## src/include/rts_pkg.sv

```systemverilog
// Register map, field layout and timing constants for the strength and test register group.
package rts_pkg;

	// Register offsets, also used as byte addresses on the register port.
	localparam logic [7:0] RTS_SIG_STRENGTH_ADDR = 8'h0f;
	localparam logic [7:0] RTS_PIN_TEST_ADDR     = 8'h1a;
	localparam logic [7:0] RTS_DEC_TEST_ADDR     = 8'h1b;
	localparam logic [7:0] RTS_QUEUE_STATUS_ADDR = 8'h1c;

	// Reset values of the two writable test registers.
	localparam logic [7:0] RTS_PIN_TEST_RST = 8'h00;
	localparam logic [7:0] RTS_DEC_TEST_RST = 8'h00;

	// Field positions of the signal strength register.
	localparam int RTS_MAIN_LSB = 0;
	localparam int RTS_MAIN_MSB = 2;
	localparam int RTS_AUX_LSB  = 3;
	localparam int RTS_AUX_MSB  = 5;
	localparam int RTS_OSC_BIT  = 6;

	// Field positions of the receiver and pin test register.
	localparam int RTS_KEY_IN_BIT   = 7;
	localparam int RTS_SUBC_OUT_BIT = 6;
	localparam int RTS_DIRECT_BIT   = 5;
	localparam int RTS_STAGE_BIT    = 4;
	localparam int RTS_ATT2_BIT     = 3;
	localparam int RTS_ATT1_BIT     = 2;
	localparam int RTS_FOLLOW_BIT   = 1;
	localparam int RTS_AGC_BIT      = 0;

	// Field positions of the decoder and I/O test register.
	localparam int RTS_RF_LEVEL_BIT = 7;
	localparam int RTS_IO_HI_BIT    = 3;
	localparam int RTS_IO_LO_BIT    = 2;
	localparam int RTS_DEC_BIT      = 1;
	localparam int RTS_FAST_CLK_BIT = 0;
	localparam logic [7:0] RTS_TEST_MODE_MASK = 8'h0e;

	// Field positions of the queue status register.
	localparam int RTS_HIGH_BIT  = 6;
	localparam int RTS_LOW_BIT   = 5;
	localparam int RTS_OVER_BIT  = 4;
	localparam int RTS_COUNT_MSB = 3;

	// Queue thresholds in bytes.
	localparam logic [3:0] RTS_HIGH_LEVEL = 4'h9;
	localparam logic [3:0] RTS_LOW_LEVEL  = 4'h3;
	localparam logic [3:0] RTS_ONE_BYTE   = 4'h1;

	// Oscillator settling time and its cycle count at 100 MHz.
	localparam int RTS_CLK_MHZ       = 100;
	localparam int RTS_OSC_SETTLE_US = 200;
	localparam int RTS_OSC_SETTLE_CYC = RTS_OSC_SETTLE_US * RTS_CLK_MHZ;

	// Link activity seen by the strength hold logic.
	typedef enum logic [1:0] {
		RTS_IDLE,
		RTS_RECEIVE,
		RTS_TRANSMIT
	} rts_phase_e;

endpackage

```

## src/hw/rts_regs.sv

```systemverilog
// Strength, oscillator, test and queue status register group of the reader front end.
`timescale 1ns/10ps
module rts_regs
	import rts_pkg::*;
#(
	parameter int OSC_SETTLE_CYC = RTS_OSC_SETTLE_CYC
)
(
	input  wire logic       sys_clk_i,
	input  wire logic       srst_i,
	input  wire logic       chip_enable_i,
	input  wire logic [7:0] reg_addr_i,
	input  wire logic [7:0] reg_wdata_i,
	input  wire logic       reg_wr_i,
	input  wire logic       reg_rd_i,
	output logic      [7:0] reg_rdata_o,
	input  wire logic       rx_start_i,
	input  wire logic       rx_end_i,
	input  wire logic       tx_start_i,
	input  wire logic       tx_end_i,
	input  wire logic [2:0] first_receive_input_i,
	input  wire logic [2:0] second_receive_input_i,
	input  wire logic       swap_inputs_i,
	input  wire logic [2:0] agc_level_i,
	input  wire logic       osc_running_i,
	input  wire logic       keying_pin_i,
	input  wire logic       decoder_data_i,
	input  wire logic       rx_subcarrier_i,
	input  wire logic       coder_modulation_i,
	input  wire logic       modulation_pin_i,
	input  wire logic       stop_condition_i,
	input  wire logic [3:0] queue_bytes_i,
	input  wire logic       queue_overflow_i,
	input  wire logic       queue_flush_i,
	output logic            decoder_input_o,
	output logic            modulation_pin_o,
	output logic            modulation_pin_oe_o,
	output logic            tx_modulation_o,
	output logic            receiver_reset_o,
	output logic            second_stage_select_o,
	output logic            second_stage_attenuate_o,
	output logic            first_stage_attenuate_o,
	output logic            input_follower_test_o,
	output logic            rf_level_probe_o,
	output logic            fast_coder_clock_o,
	output logic            test_mode_o,
	output logic            queue_service_o
);

	// Either source of reset clears all state.
	logic clear;
	assign clear = srst_i || !chip_enable_i;

	// Register state.
	rts_phase_e phase_q;
	rts_phase_e phase_d;
	logic [2:0] main_peak_q;
	logic [2:0] aux_peak_q;
	logic [7:0] pin_test_q;
	logic [7:0] dec_test_q;
	logic       over_q;
	logic [31:0] osc_cnt_q;
	logic       osc_ok_q;

	// Address decode of the register port.
	logic hit_strength;
	logic hit_pin;
	logic hit_dec;
	logic hit_queue;
	assign hit_strength = reg_addr_i == RTS_SIG_STRENGTH_ADDR;
	assign hit_pin      = reg_addr_i == RTS_PIN_TEST_ADDR;
	assign hit_dec      = reg_addr_i == RTS_DEC_TEST_ADDR;
	assign hit_queue    = reg_addr_i == RTS_QUEUE_STATUS_ADDR;

	// Link phase: reception opens the measuring window, transmission ends it.
	always_comb
	begin
		phase_d = phase_q;
		case (phase_q)
			RTS_IDLE:
			begin
				if (tx_start_i)
					phase_d = RTS_TRANSMIT;
				else if (rx_start_i)
					phase_d = RTS_RECEIVE;
			end
			RTS_RECEIVE:
			begin
				if (tx_start_i)
					phase_d = RTS_TRANSMIT;
				else if (rx_end_i)
					phase_d = RTS_IDLE;
			end
			RTS_TRANSMIT:
			begin
				if (tx_end_i)
					phase_d = RTS_IDLE;
				else if (rx_start_i)
					phase_d = RTS_RECEIVE;
			end
			default:
				phase_d = RTS_IDLE;
		endcase
	end

	// Auxiliary channel follows the swap control; each code is 3 bits wide.
	logic [2:0] aux_level;
	assign aux_level = swap_inputs_i ? first_receive_input_i : second_receive_input_i;

	// Peak detect inputs: only reception raises the held values.
	logic receiving;
	logic main_higher;
	logic aux_higher;
	assign receiving   = phase_q == RTS_RECEIVE;
	assign main_higher = first_receive_input_i > main_peak_q;
	assign aux_higher  = aux_level > aux_peak_q;

	// Phase register.
	always_ff @(posedge sys_clk_i)
	begin
		if (clear)
			phase_q <= RTS_IDLE;
		else
			phase_q <= phase_d;
	end

	// Peak hold, cleared at each new transmission and held after reception ends.
	always_ff @(posedge sys_clk_i)
	begin
		if (clear || tx_start_i)
		begin
			main_peak_q <= 3'h0;
			aux_peak_q  <= 3'h0;
		end
		else if (receiving || rx_start_i)
		begin
			if (main_higher)
				main_peak_q <= first_receive_input_i;
			if (aux_higher)
				aux_peak_q <= aux_level;
		end
	end

	// Oscillator settle counter: stable flag rises after the settle time.
	always_ff @(posedge sys_clk_i)
	begin
		if (clear || !osc_running_i)
		begin
			osc_cnt_q <= 32'h0;
			osc_ok_q  <= 1'b0;
		end
		else if (osc_cnt_q >= 32'(OSC_SETTLE_CYC - 1))
			osc_ok_q <= 1'b1;
		else
			osc_cnt_q <= osc_cnt_q + 32'h1;
	end

	// Receiver and pin test register.
	always_ff @(posedge sys_clk_i)
	begin
		if (clear)
			pin_test_q <= RTS_PIN_TEST_RST;
		else if (reg_wr_i && hit_pin)
			pin_test_q <= reg_wdata_i;
	end

	// Decoder and I/O test register; a stop condition drops the test mode bits.
	logic [7:0] dec_test_stop;
	assign dec_test_stop = dec_test_q & ~RTS_TEST_MODE_MASK;
	always_ff @(posedge sys_clk_i)
	begin
		if (clear)
			dec_test_q <= RTS_DEC_TEST_RST;
		else if (reg_wr_i && hit_dec)
			dec_test_q <= reg_wdata_i;
		else if (stop_condition_i)
			dec_test_q <= dec_test_stop;
	end

	// Queue overflow is sticky until the queue is flushed; a new overflow wins.
	always_ff @(posedge sys_clk_i)
	begin
		if (clear)
			over_q <= 1'b0;
		else if (queue_overflow_i)
			over_q <= 1'b1;
		else if (queue_flush_i)
			over_q <= 1'b0;
	end

	// Queue level flags and count field.
	logic       queue_high;
	logic       queue_low;
	logic [3:0] queue_count;
	assign queue_high  = (phase_q == RTS_RECEIVE) && (queue_bytes_i >= RTS_HIGH_LEVEL);
	assign queue_low   = (phase_q == RTS_TRANSMIT) && (queue_bytes_i <= RTS_LOW_LEVEL);
	assign queue_count = (queue_bytes_i == 4'h0) ? 4'h0 : queue_bytes_i - RTS_ONE_BYTE;

	// Assembled read values of the two status registers.
	logic [2:0] main_field;
	logic [7:0] strength_word;
	logic [7:0] queue_word;
	assign main_field = pin_test_q[RTS_AGC_BIT] ? agc_level_i : main_peak_q;
	always_comb
	begin
		strength_word = 8'h00;
		strength_word[RTS_MAIN_MSB:RTS_MAIN_LSB] = main_field;
		strength_word[RTS_AUX_MSB:RTS_AUX_LSB]   = aux_peak_q;
		strength_word[RTS_OSC_BIT] = osc_ok_q;
		queue_word = 8'h00;
		queue_word[RTS_HIGH_BIT] = queue_high;
		queue_word[RTS_LOW_BIT]  = queue_low;
		queue_word[RTS_OVER_BIT] = over_q;
		queue_word[RTS_COUNT_MSB:0] = queue_count;
	end

	// Read mux; status registers decode for read only, so writes fall through.
	logic [7:0] rdata_d;
	always_comb
	begin
		if (hit_strength)
			rdata_d = strength_word;
		else if (hit_pin)
			rdata_d = pin_test_q;
		else if (hit_dec)
			rdata_d = dec_test_q;
		else if (hit_queue)
			rdata_d = queue_word;
		else
			rdata_d = 8'h00;
	end

	// Read data stand for exactly the cycle after the strobe.
	always_ff @(posedge sys_clk_i)
	begin
		if (clear || !reg_rd_i)
			reg_rdata_o <= 8'h00;
		else
			reg_rdata_o <= rdata_d;
	end

	// Pin routing selected by the test registers.
	logic dec_in_d;
	logic mod_out_d;
	logic tx_mod_d;
	logic test_mode_d;
	assign dec_in_d  = pin_test_q[RTS_KEY_IN_BIT] ? keying_pin_i : decoder_data_i;
	assign mod_out_d = rx_subcarrier_i;
	assign tx_mod_d  = pin_test_q[RTS_DIRECT_BIT] ? modulation_pin_i : coder_modulation_i;
	assign test_mode_d = |(dec_test_q & RTS_TEST_MODE_MASK);

	// Registered outputs toward the analog and pin logic.
	always_ff @(posedge sys_clk_i)
	begin
		if (clear)
		begin
			decoder_input_o          <= 1'b0;
			modulation_pin_o         <= 1'b0;
			modulation_pin_oe_o      <= 1'b0;
			tx_modulation_o          <= 1'b0;
			receiver_reset_o         <= 1'b0;
			second_stage_select_o    <= 1'b0;
			second_stage_attenuate_o <= 1'b0;
			first_stage_attenuate_o  <= 1'b0;
			input_follower_test_o    <= 1'b0;
			rf_level_probe_o         <= 1'b0;
			fast_coder_clock_o       <= 1'b0;
			test_mode_o              <= 1'b0;
			queue_service_o          <= 1'b0;
		end
		else
		begin
			decoder_input_o          <= dec_in_d;
			modulation_pin_o         <= mod_out_d;
			modulation_pin_oe_o      <= pin_test_q[RTS_SUBC_OUT_BIT];
			tx_modulation_o          <= tx_mod_d;
			receiver_reset_o         <= pin_test_q[RTS_DIRECT_BIT];
			second_stage_select_o    <= pin_test_q[RTS_STAGE_BIT];
			second_stage_attenuate_o <= pin_test_q[RTS_ATT2_BIT];
			first_stage_attenuate_o  <= pin_test_q[RTS_ATT1_BIT];
			input_follower_test_o    <= pin_test_q[RTS_FOLLOW_BIT];
			rf_level_probe_o         <= dec_test_q[RTS_RF_LEVEL_BIT];
			fast_coder_clock_o       <= dec_test_q[RTS_FAST_CLK_BIT];
			test_mode_o              <= test_mode_d;
			queue_service_o          <= queue_high || queue_low;
		end
	end

endmodule

```

## config.mk

```make
export PLATFORM = sky130hd
export DESIGN_NAME = rts_regs
export DESIGN_NICKNAME = d
export VERILOG_FILES = /design/src/include/rts_pkg.sv /design/src/hw/rts_regs.sv
export SDC_FILE = /design/constraint.sdc
export NUM_CORES = 1
export LEC_CHECK = 0
export BUFFER_PORTS_ARGS = -buffer_cell sky130_fd_sc_hd__buf_2
export CAP_MARGIN = 10
export CORE_ASPECT_RATIO = 0.7
export CORE_MARGIN = 3
export CORE_UTILIZATION = 47
export DETAILED_ROUTE_END_ITERATION = 6
export PLACE_DENSITY_LB_ADDON = 0.3
export SLEW_MARGIN = 20
export SYNTH_ARGS = -nofsm -noshare
export SYNTH_HDL_FRONTEND = slang
export SYNTH_SLANG_ARGS = --single-unit
```

## constraint.sdc

```tcl
create_clock -name sys_clk_i -period 5.1 [get_ports sys_clk_i]
set_clock_uncertainty 0.2 [all_clocks]
set_input_delay 0.51 -clock sys_clk_i [delete_from_list [all_inputs] [get_ports sys_clk_i]]
set_output_delay 0.51 -clock sys_clk_i [all_outputs]
set_load 0.1 [all_outputs]
```

; ---- Word-level counts from Yosys, hierarchy flattened
; Index checks and enable logic that the tools add are counted.
[totals]
regBits = 79
output_inout_bits = 21
ram_bits = 0
latch_bits = 0
n_memories = 0
romBits = 0
[classes]
div = 0
bitwise = 0
n_eq_ne = 7
n_mul = 0
n_shift = 0
n_reduce_logical = 21
n_addsub = 2
n_lt_le_gt_ge = 5
mux = 19
[op_table]
columns = op, count
row1 = $add A32 B1 Y32 const B, 1
row2 = $ge A32 B15 Y1 const B, 1
row3 = $eq A8 B5 Y1 const B, 3
row4 = $mux W8, 3
row5 = $mux W7, 2
row6 = $mux W2, 5
row7 = $eq A8 B4 Y1 const B, 1
row8 = $mux W4, 2
row9 = $gt A3 B3 Y1, 2
row10 = $logic_or A1 B1 Y1, 6
row11 = $mux W3, 2
row12 = $pmux W2 S3, 1
row13 = $ge A4 B4 Y1 const B, 1
row14 = $le A4 B2 Y1 const B, 1
row15 = $logic_and A1 B1 Y1, 4
row16 = $logic_not A4 Y1, 1
row17 = $mux W1, 4
row18 = $reduce_and A2 Y1, 2
row19 = $reduce_bool A2 Y1, 2
row20 = $sub A4 B1 Y4 const B, 1
row21 = $logic_not A1 Y1, 3
row22 = $ne A3 B3 Y1 const B, 1
row23 = $reduce_or A3 Y1, 1
row24 = $eq A2 B1 Y1 const B, 1
row25 = other kinds (3), 3

; ---- Depth between registers and ports, before layout
[depth]
depth_word = 6
ltp_mapped = 8
mapped_depth_nobuf = 7

; ---- Least setup slack after synthesis
; No wires, ideal clock.
[synth_timing]
path_type = input port to flip-flop
startpoint = in swap_inputs_i
endpoint = reg aux_peak_q[0]
path_buffers = 0
arrival_time_ps = 2115
setup_time_ps = 114
slack_ps = 2671
cell_stages = 7
path_cell_list = mux2_2 > ha_1 > nor2b_1 > o21ai_1 > a211oi_1 > nor2_1 > a2111oi_0
[synth_between]
elab_chain_len = 3
[synth_rtl]
columns = element, line
row1 = "start, declared", rts_regs.sv:23  ; input wire logic swap_inputs_i,
row2 = $mux W3 *, rts_regs.sv:108  ; assign aux_level = swap_inputs_i ? first_receive_input_i : second_receive_input_i;
row3 = $gt A3 B3 Y1, rts_regs.sv:116  ; assign aux_higher = aux_level > aux_peak_q;
row4 = $reduce_and A2 Y1 (no line), -
row5 = "end signal, assigned", rts_regs.sv:140  ; aux_peak_q <= aux_level;
row6 = "end, declared", rts_regs.sv:58  ; logic [2:0] aux_peak_q;
; Every way passes the cells marked *; elsewhere a longest branch is shown, timed or not.
; A chain may end at the register's enable or synchronous reset.

; ---- Worst setup path after layout
[layout_timing]
startpoint = in swap_inputs_i
endpoint = reg aux_peak_q[0]
[layout_between]
elab_chain_len = 3
[layout_rtl]
columns = element, line
row1 = $mux W3, rts_regs.sv:108
row2 = via aux_level[1], rts_regs.sv:107  ; logic [2:0] aux_level;
row3 = $gt A3 B3 Y1, rts_regs.sv:116
row4 = $reduce_and A2 Y1 (no line), -
; The timed path passes the listed nets, and every way through them passes these cells.

==> out/results.md <==
Logic synthesis
- 359 — cells after synthesis
- sky130_fd_sc_hd__dfxtp_1 — dominant cell by count in the synthesized netlist
- 0 — async set-reset flop share out of synthesis
- 3360 um^2 — post-synth design cell area
- 0 — Syn. warnings
- 9.36 um^2 — post-synthesis average cell area
- 79 — Synth Register Bits
- 0.471 — area share of the largest cell type after synthesis
- sky130_fd_sc_hd__dfxtp_1, sky130_fd_sc_hd__mux2i_1, sky130_fd_sc_hd__nor2_1, sky130_fd_sc_hd__and3_1, sky130_fd_sc_hd__a21oi_1 — Synth area leaders
- sky130_fd_sc_hd__dfxtp_1 — most used flip-flop cell after synthesis
- 49 — post-synth cell types
- 0.471 — sequential cell area fraction in the yosys report
- sky130_fd_sc_hd__dfxtp_1, sky130_fd_sc_hd__nor2_1, sky130_fd_sc_hd__mux2i_1 — ranking of synthesized cells by instance count
- sky130_fd_sc_hd__dfxtp_1 — largest area contributor in the netlist
- 414 — Mapped Nets
- 0 — EDFF count, synth

STA
- 395 MHz — highest attainable clock frequency
- 0.391 — relative slew slack
- 0.912 ns — actual transition at the worst max-transition pin
- 0.497 — portion of the clock cycle consumed by the worst path in the final layout
- 0 — count of final setup violators
- 0 — Final Hold Violating Endpoints
- 0 — max-slew violation count
- 2.53 ns — minimum clock period after layout
- no — RSZ-0062 raised after global routing
- 0 ns — accumulated negative setup slack

Floorplan
- 6850 um^2 — CORE AREA
- 25 — Placement Rows
- 69 — top-level I/O count
- 107 um — floorplan die width
- 76.7 um — die span in y
- 8210 um^2 — area of the die
- 0.490 — Starting Density

Worst setup path
- flop — crit path capture type
- osc_cnt_q[0] — Worst R2R Start
- osc_cnt_q[12] — Reg-to-Reg End
- 2.62 ns — worst reg2reg setup slack
- 6 — worst r2r path cells
- in2reg — Setup CP Type
- 4 — crit path max fanout
- 5.11 ns — Req. time, crit path
- 2.55 ns — Arrival @ worst endpoint
- primary input — kind of launch point of the worst setup path

Pwr
- 308 nW/um^2 — Pwr per Cell Area
- 0.00173 uW — Static Leakage
- 0.000204 V — maximum vdd drop

Global route
- 0.191 — overall routing resource usage
- 0 — Congestion Overflow GR
- 31 — maximum number of pins on one net before global-route repair
- 2,662 — number of global-route vias before repair
- 0 — number of antenna violations at the first check in global routing
- 12.6 mm — global-route wire length before repair

Route
- 0 — total DRC errors in the routed layout
- 4 — drt first pass iters
- 589 um — Detail Route met3 WL
- 0 — count of antenna-violating nets left after detailed routing
- 5.41 — vias per std cell
- 14.4 um — average routed wire per standard cell
- 2,832 — via count
- 3.04 mm — amount of wire on met2 after detailed routing
- met4 — DR top layer
- 136 — initial DRC count
- 7.51 mm — Detailed Route WL
- 3.80 mm — Post-Route M1 WL

Clock network
- 3 — # H-tree levels
- 0.08 ns — clock-pin slew reported for the worst setup and hold paths after clock tree synthesis
- 2 — clock buffer depth
- done — clock tree from TritonCTS
- sky130_fd_sc_hd__clkbuf_8 — clock root buffer
- 0.35 ns — clock latency at the later pin of the worst-skew pair
- 0 — post-CTS repair timing setup buffer count
- 79 — clk sinks
- 0 — CTS hold repair buffers
- 0 — number of resized instances in the post-cts repair step
- 9 — number of CTS-inserted buffers

Worst hold path
- modulation_pin_o — Hold EP
- rx_subcarrier_i — startpoint of the tightest hold check path
- 2 — Hold Crit Depth
- in2reg — worst min-delay path class

Finish
- 18.9% — Layout area overhead
- 3990 um^2 — summed area of non-filler cells in the final layout
- 0.221 — fraction of layout instances using a drive strength above 1
- 0 — n_diodes
- 479 — Final #Nets

Place
- 5.59 mm — detailed placer's ending HPWL
- 0.908 — Routability Congestion
- 3760 um^2 — cell area reported after detailed placement
- 68 — number of input and output port buffers inserted

Outcome
- complete, no violations — outcome

Flow run
- 0 — max-cap check violation count

## per-layer routing
layer | GRT usage | vias to the layer above
met1 | 0.282 | 1320
met2 | 0.271 | 91
met4 | 0.0498 | 0
met5 | 0 | -
met3 | 0.0563 | 7
li1 | - | 1414
## critical path, cell delays in order
cell and delay [ns]:
sky130_fd_sc_hd__buf_2 0.11, sky130_fd_sc_hd__mux2_2 0.36, sky130_fd_sc_hd__ha_1 0.29, sky130_fd_sc_hd__nor2b_1 0.13
sky130_fd_sc_hd__o21ai_1 0.07, sky130_fd_sc_hd__a211oi_1 0.57, sky130_fd_sc_hd__nor2_1 0.09, sky130_fd_sc_hd__a2111oi_0 0.42
## power by group
group	switching, uW	internal (uW)	total, uW	leakage (uW)
clock network	224	304	528	0.000117
logic	48.9	31.5	80.4	0.000980
registers	2.53	620	622	0.000637
total	275	955	1230	0.00173
## cells in the final DEF, fill, tap and decap left out, drive strengths merged, types with 6 or more instances in the layout
cell / synthesis / layout
buf: 3 / 69
or3: 10 / 10
nand2: 13 / 13
o21ai: 19 / 19
inv: 15 / 15
nand4: 6 / 6
and3: 21 / 21
nor2b: 8 / 8
dfxtp: 79 / 79
nor3: 13 / 13
mux2i: 32 / 32
nor2: 39 / 39
and2: 10 / 10
ha: 7 / 7
clkbuf: 12 / 12
a21oi: 21 / 21
## layout make-up
class | instances | area, um^2
clock buffer | 12 | 155
clock inverter | 4 | 77.6
fill | 608 | 2860
inverter | 15 | 56.3
multi-input combinational | 250 | 1660
sequential | 79 | 1580
tap | 94 | 118
timing repair buffer | 69 | 348
## worst max-delay path by stage
stage | start | to | slack, ns | cells after the start
3_5_place_dp | swap_inputs_i | aux_peak_q[0] | 2.17 | 8
5_1_grt | swap_inputs_i | aux_peak_q[0] | 2.33 | 8
2_1_floorplan | swap_inputs_i | aux_peak_q[0] | 2.67 | 7
4_1_cts | swap_inputs_i | aux_peak_q[0] | 2.58 | 8
6_report | swap_inputs_i | aux_peak_q[0] | 2.57 | 8
3_3_place_gp | swap_inputs_i | aux_peak_q[0] | 2.44 | 8
## metrics by stage
step	hold WS (ns)	util	total power [uW]	setup WS [ns]	instances
floorplan	0.227	-	681	2.67	359
global placement	0.245	0.549	713	2.44	507
detailed placement	0.257	0.549	717	2.17	507
CTS	0.148	0.583	1240	2.58	523
global route	0.173	0.583	1280	2.33	523
finish	0.159	0.583	1230	2.57	523
## logic make-up after synthesis
| family | Yosys count | share of synthesized area |
|---|---|---|
| simple gates | 146 | 0.250 |
| xor+xnor | 1 | 0.00261 |
| mux | 34 | 0.102 |
| buf+inv | 30 | 0.0365 |
| compound gates | 62 | 0.112 |
| flops | 79 | 0.471 |
| fa+ha+maj | 7 | 0.0261 |
## registers in the layout (all words and copies together), names as in the netlist, 2 cells and up
name	flops
osc_cnt_q	32
dec_test_q	8
pin_test_q	8
reg_rdata_o	8
aux_peak_q	3
main_peak_q	3
phase_q	2
No activity file was read; power rests on OpenSTA's default activity.
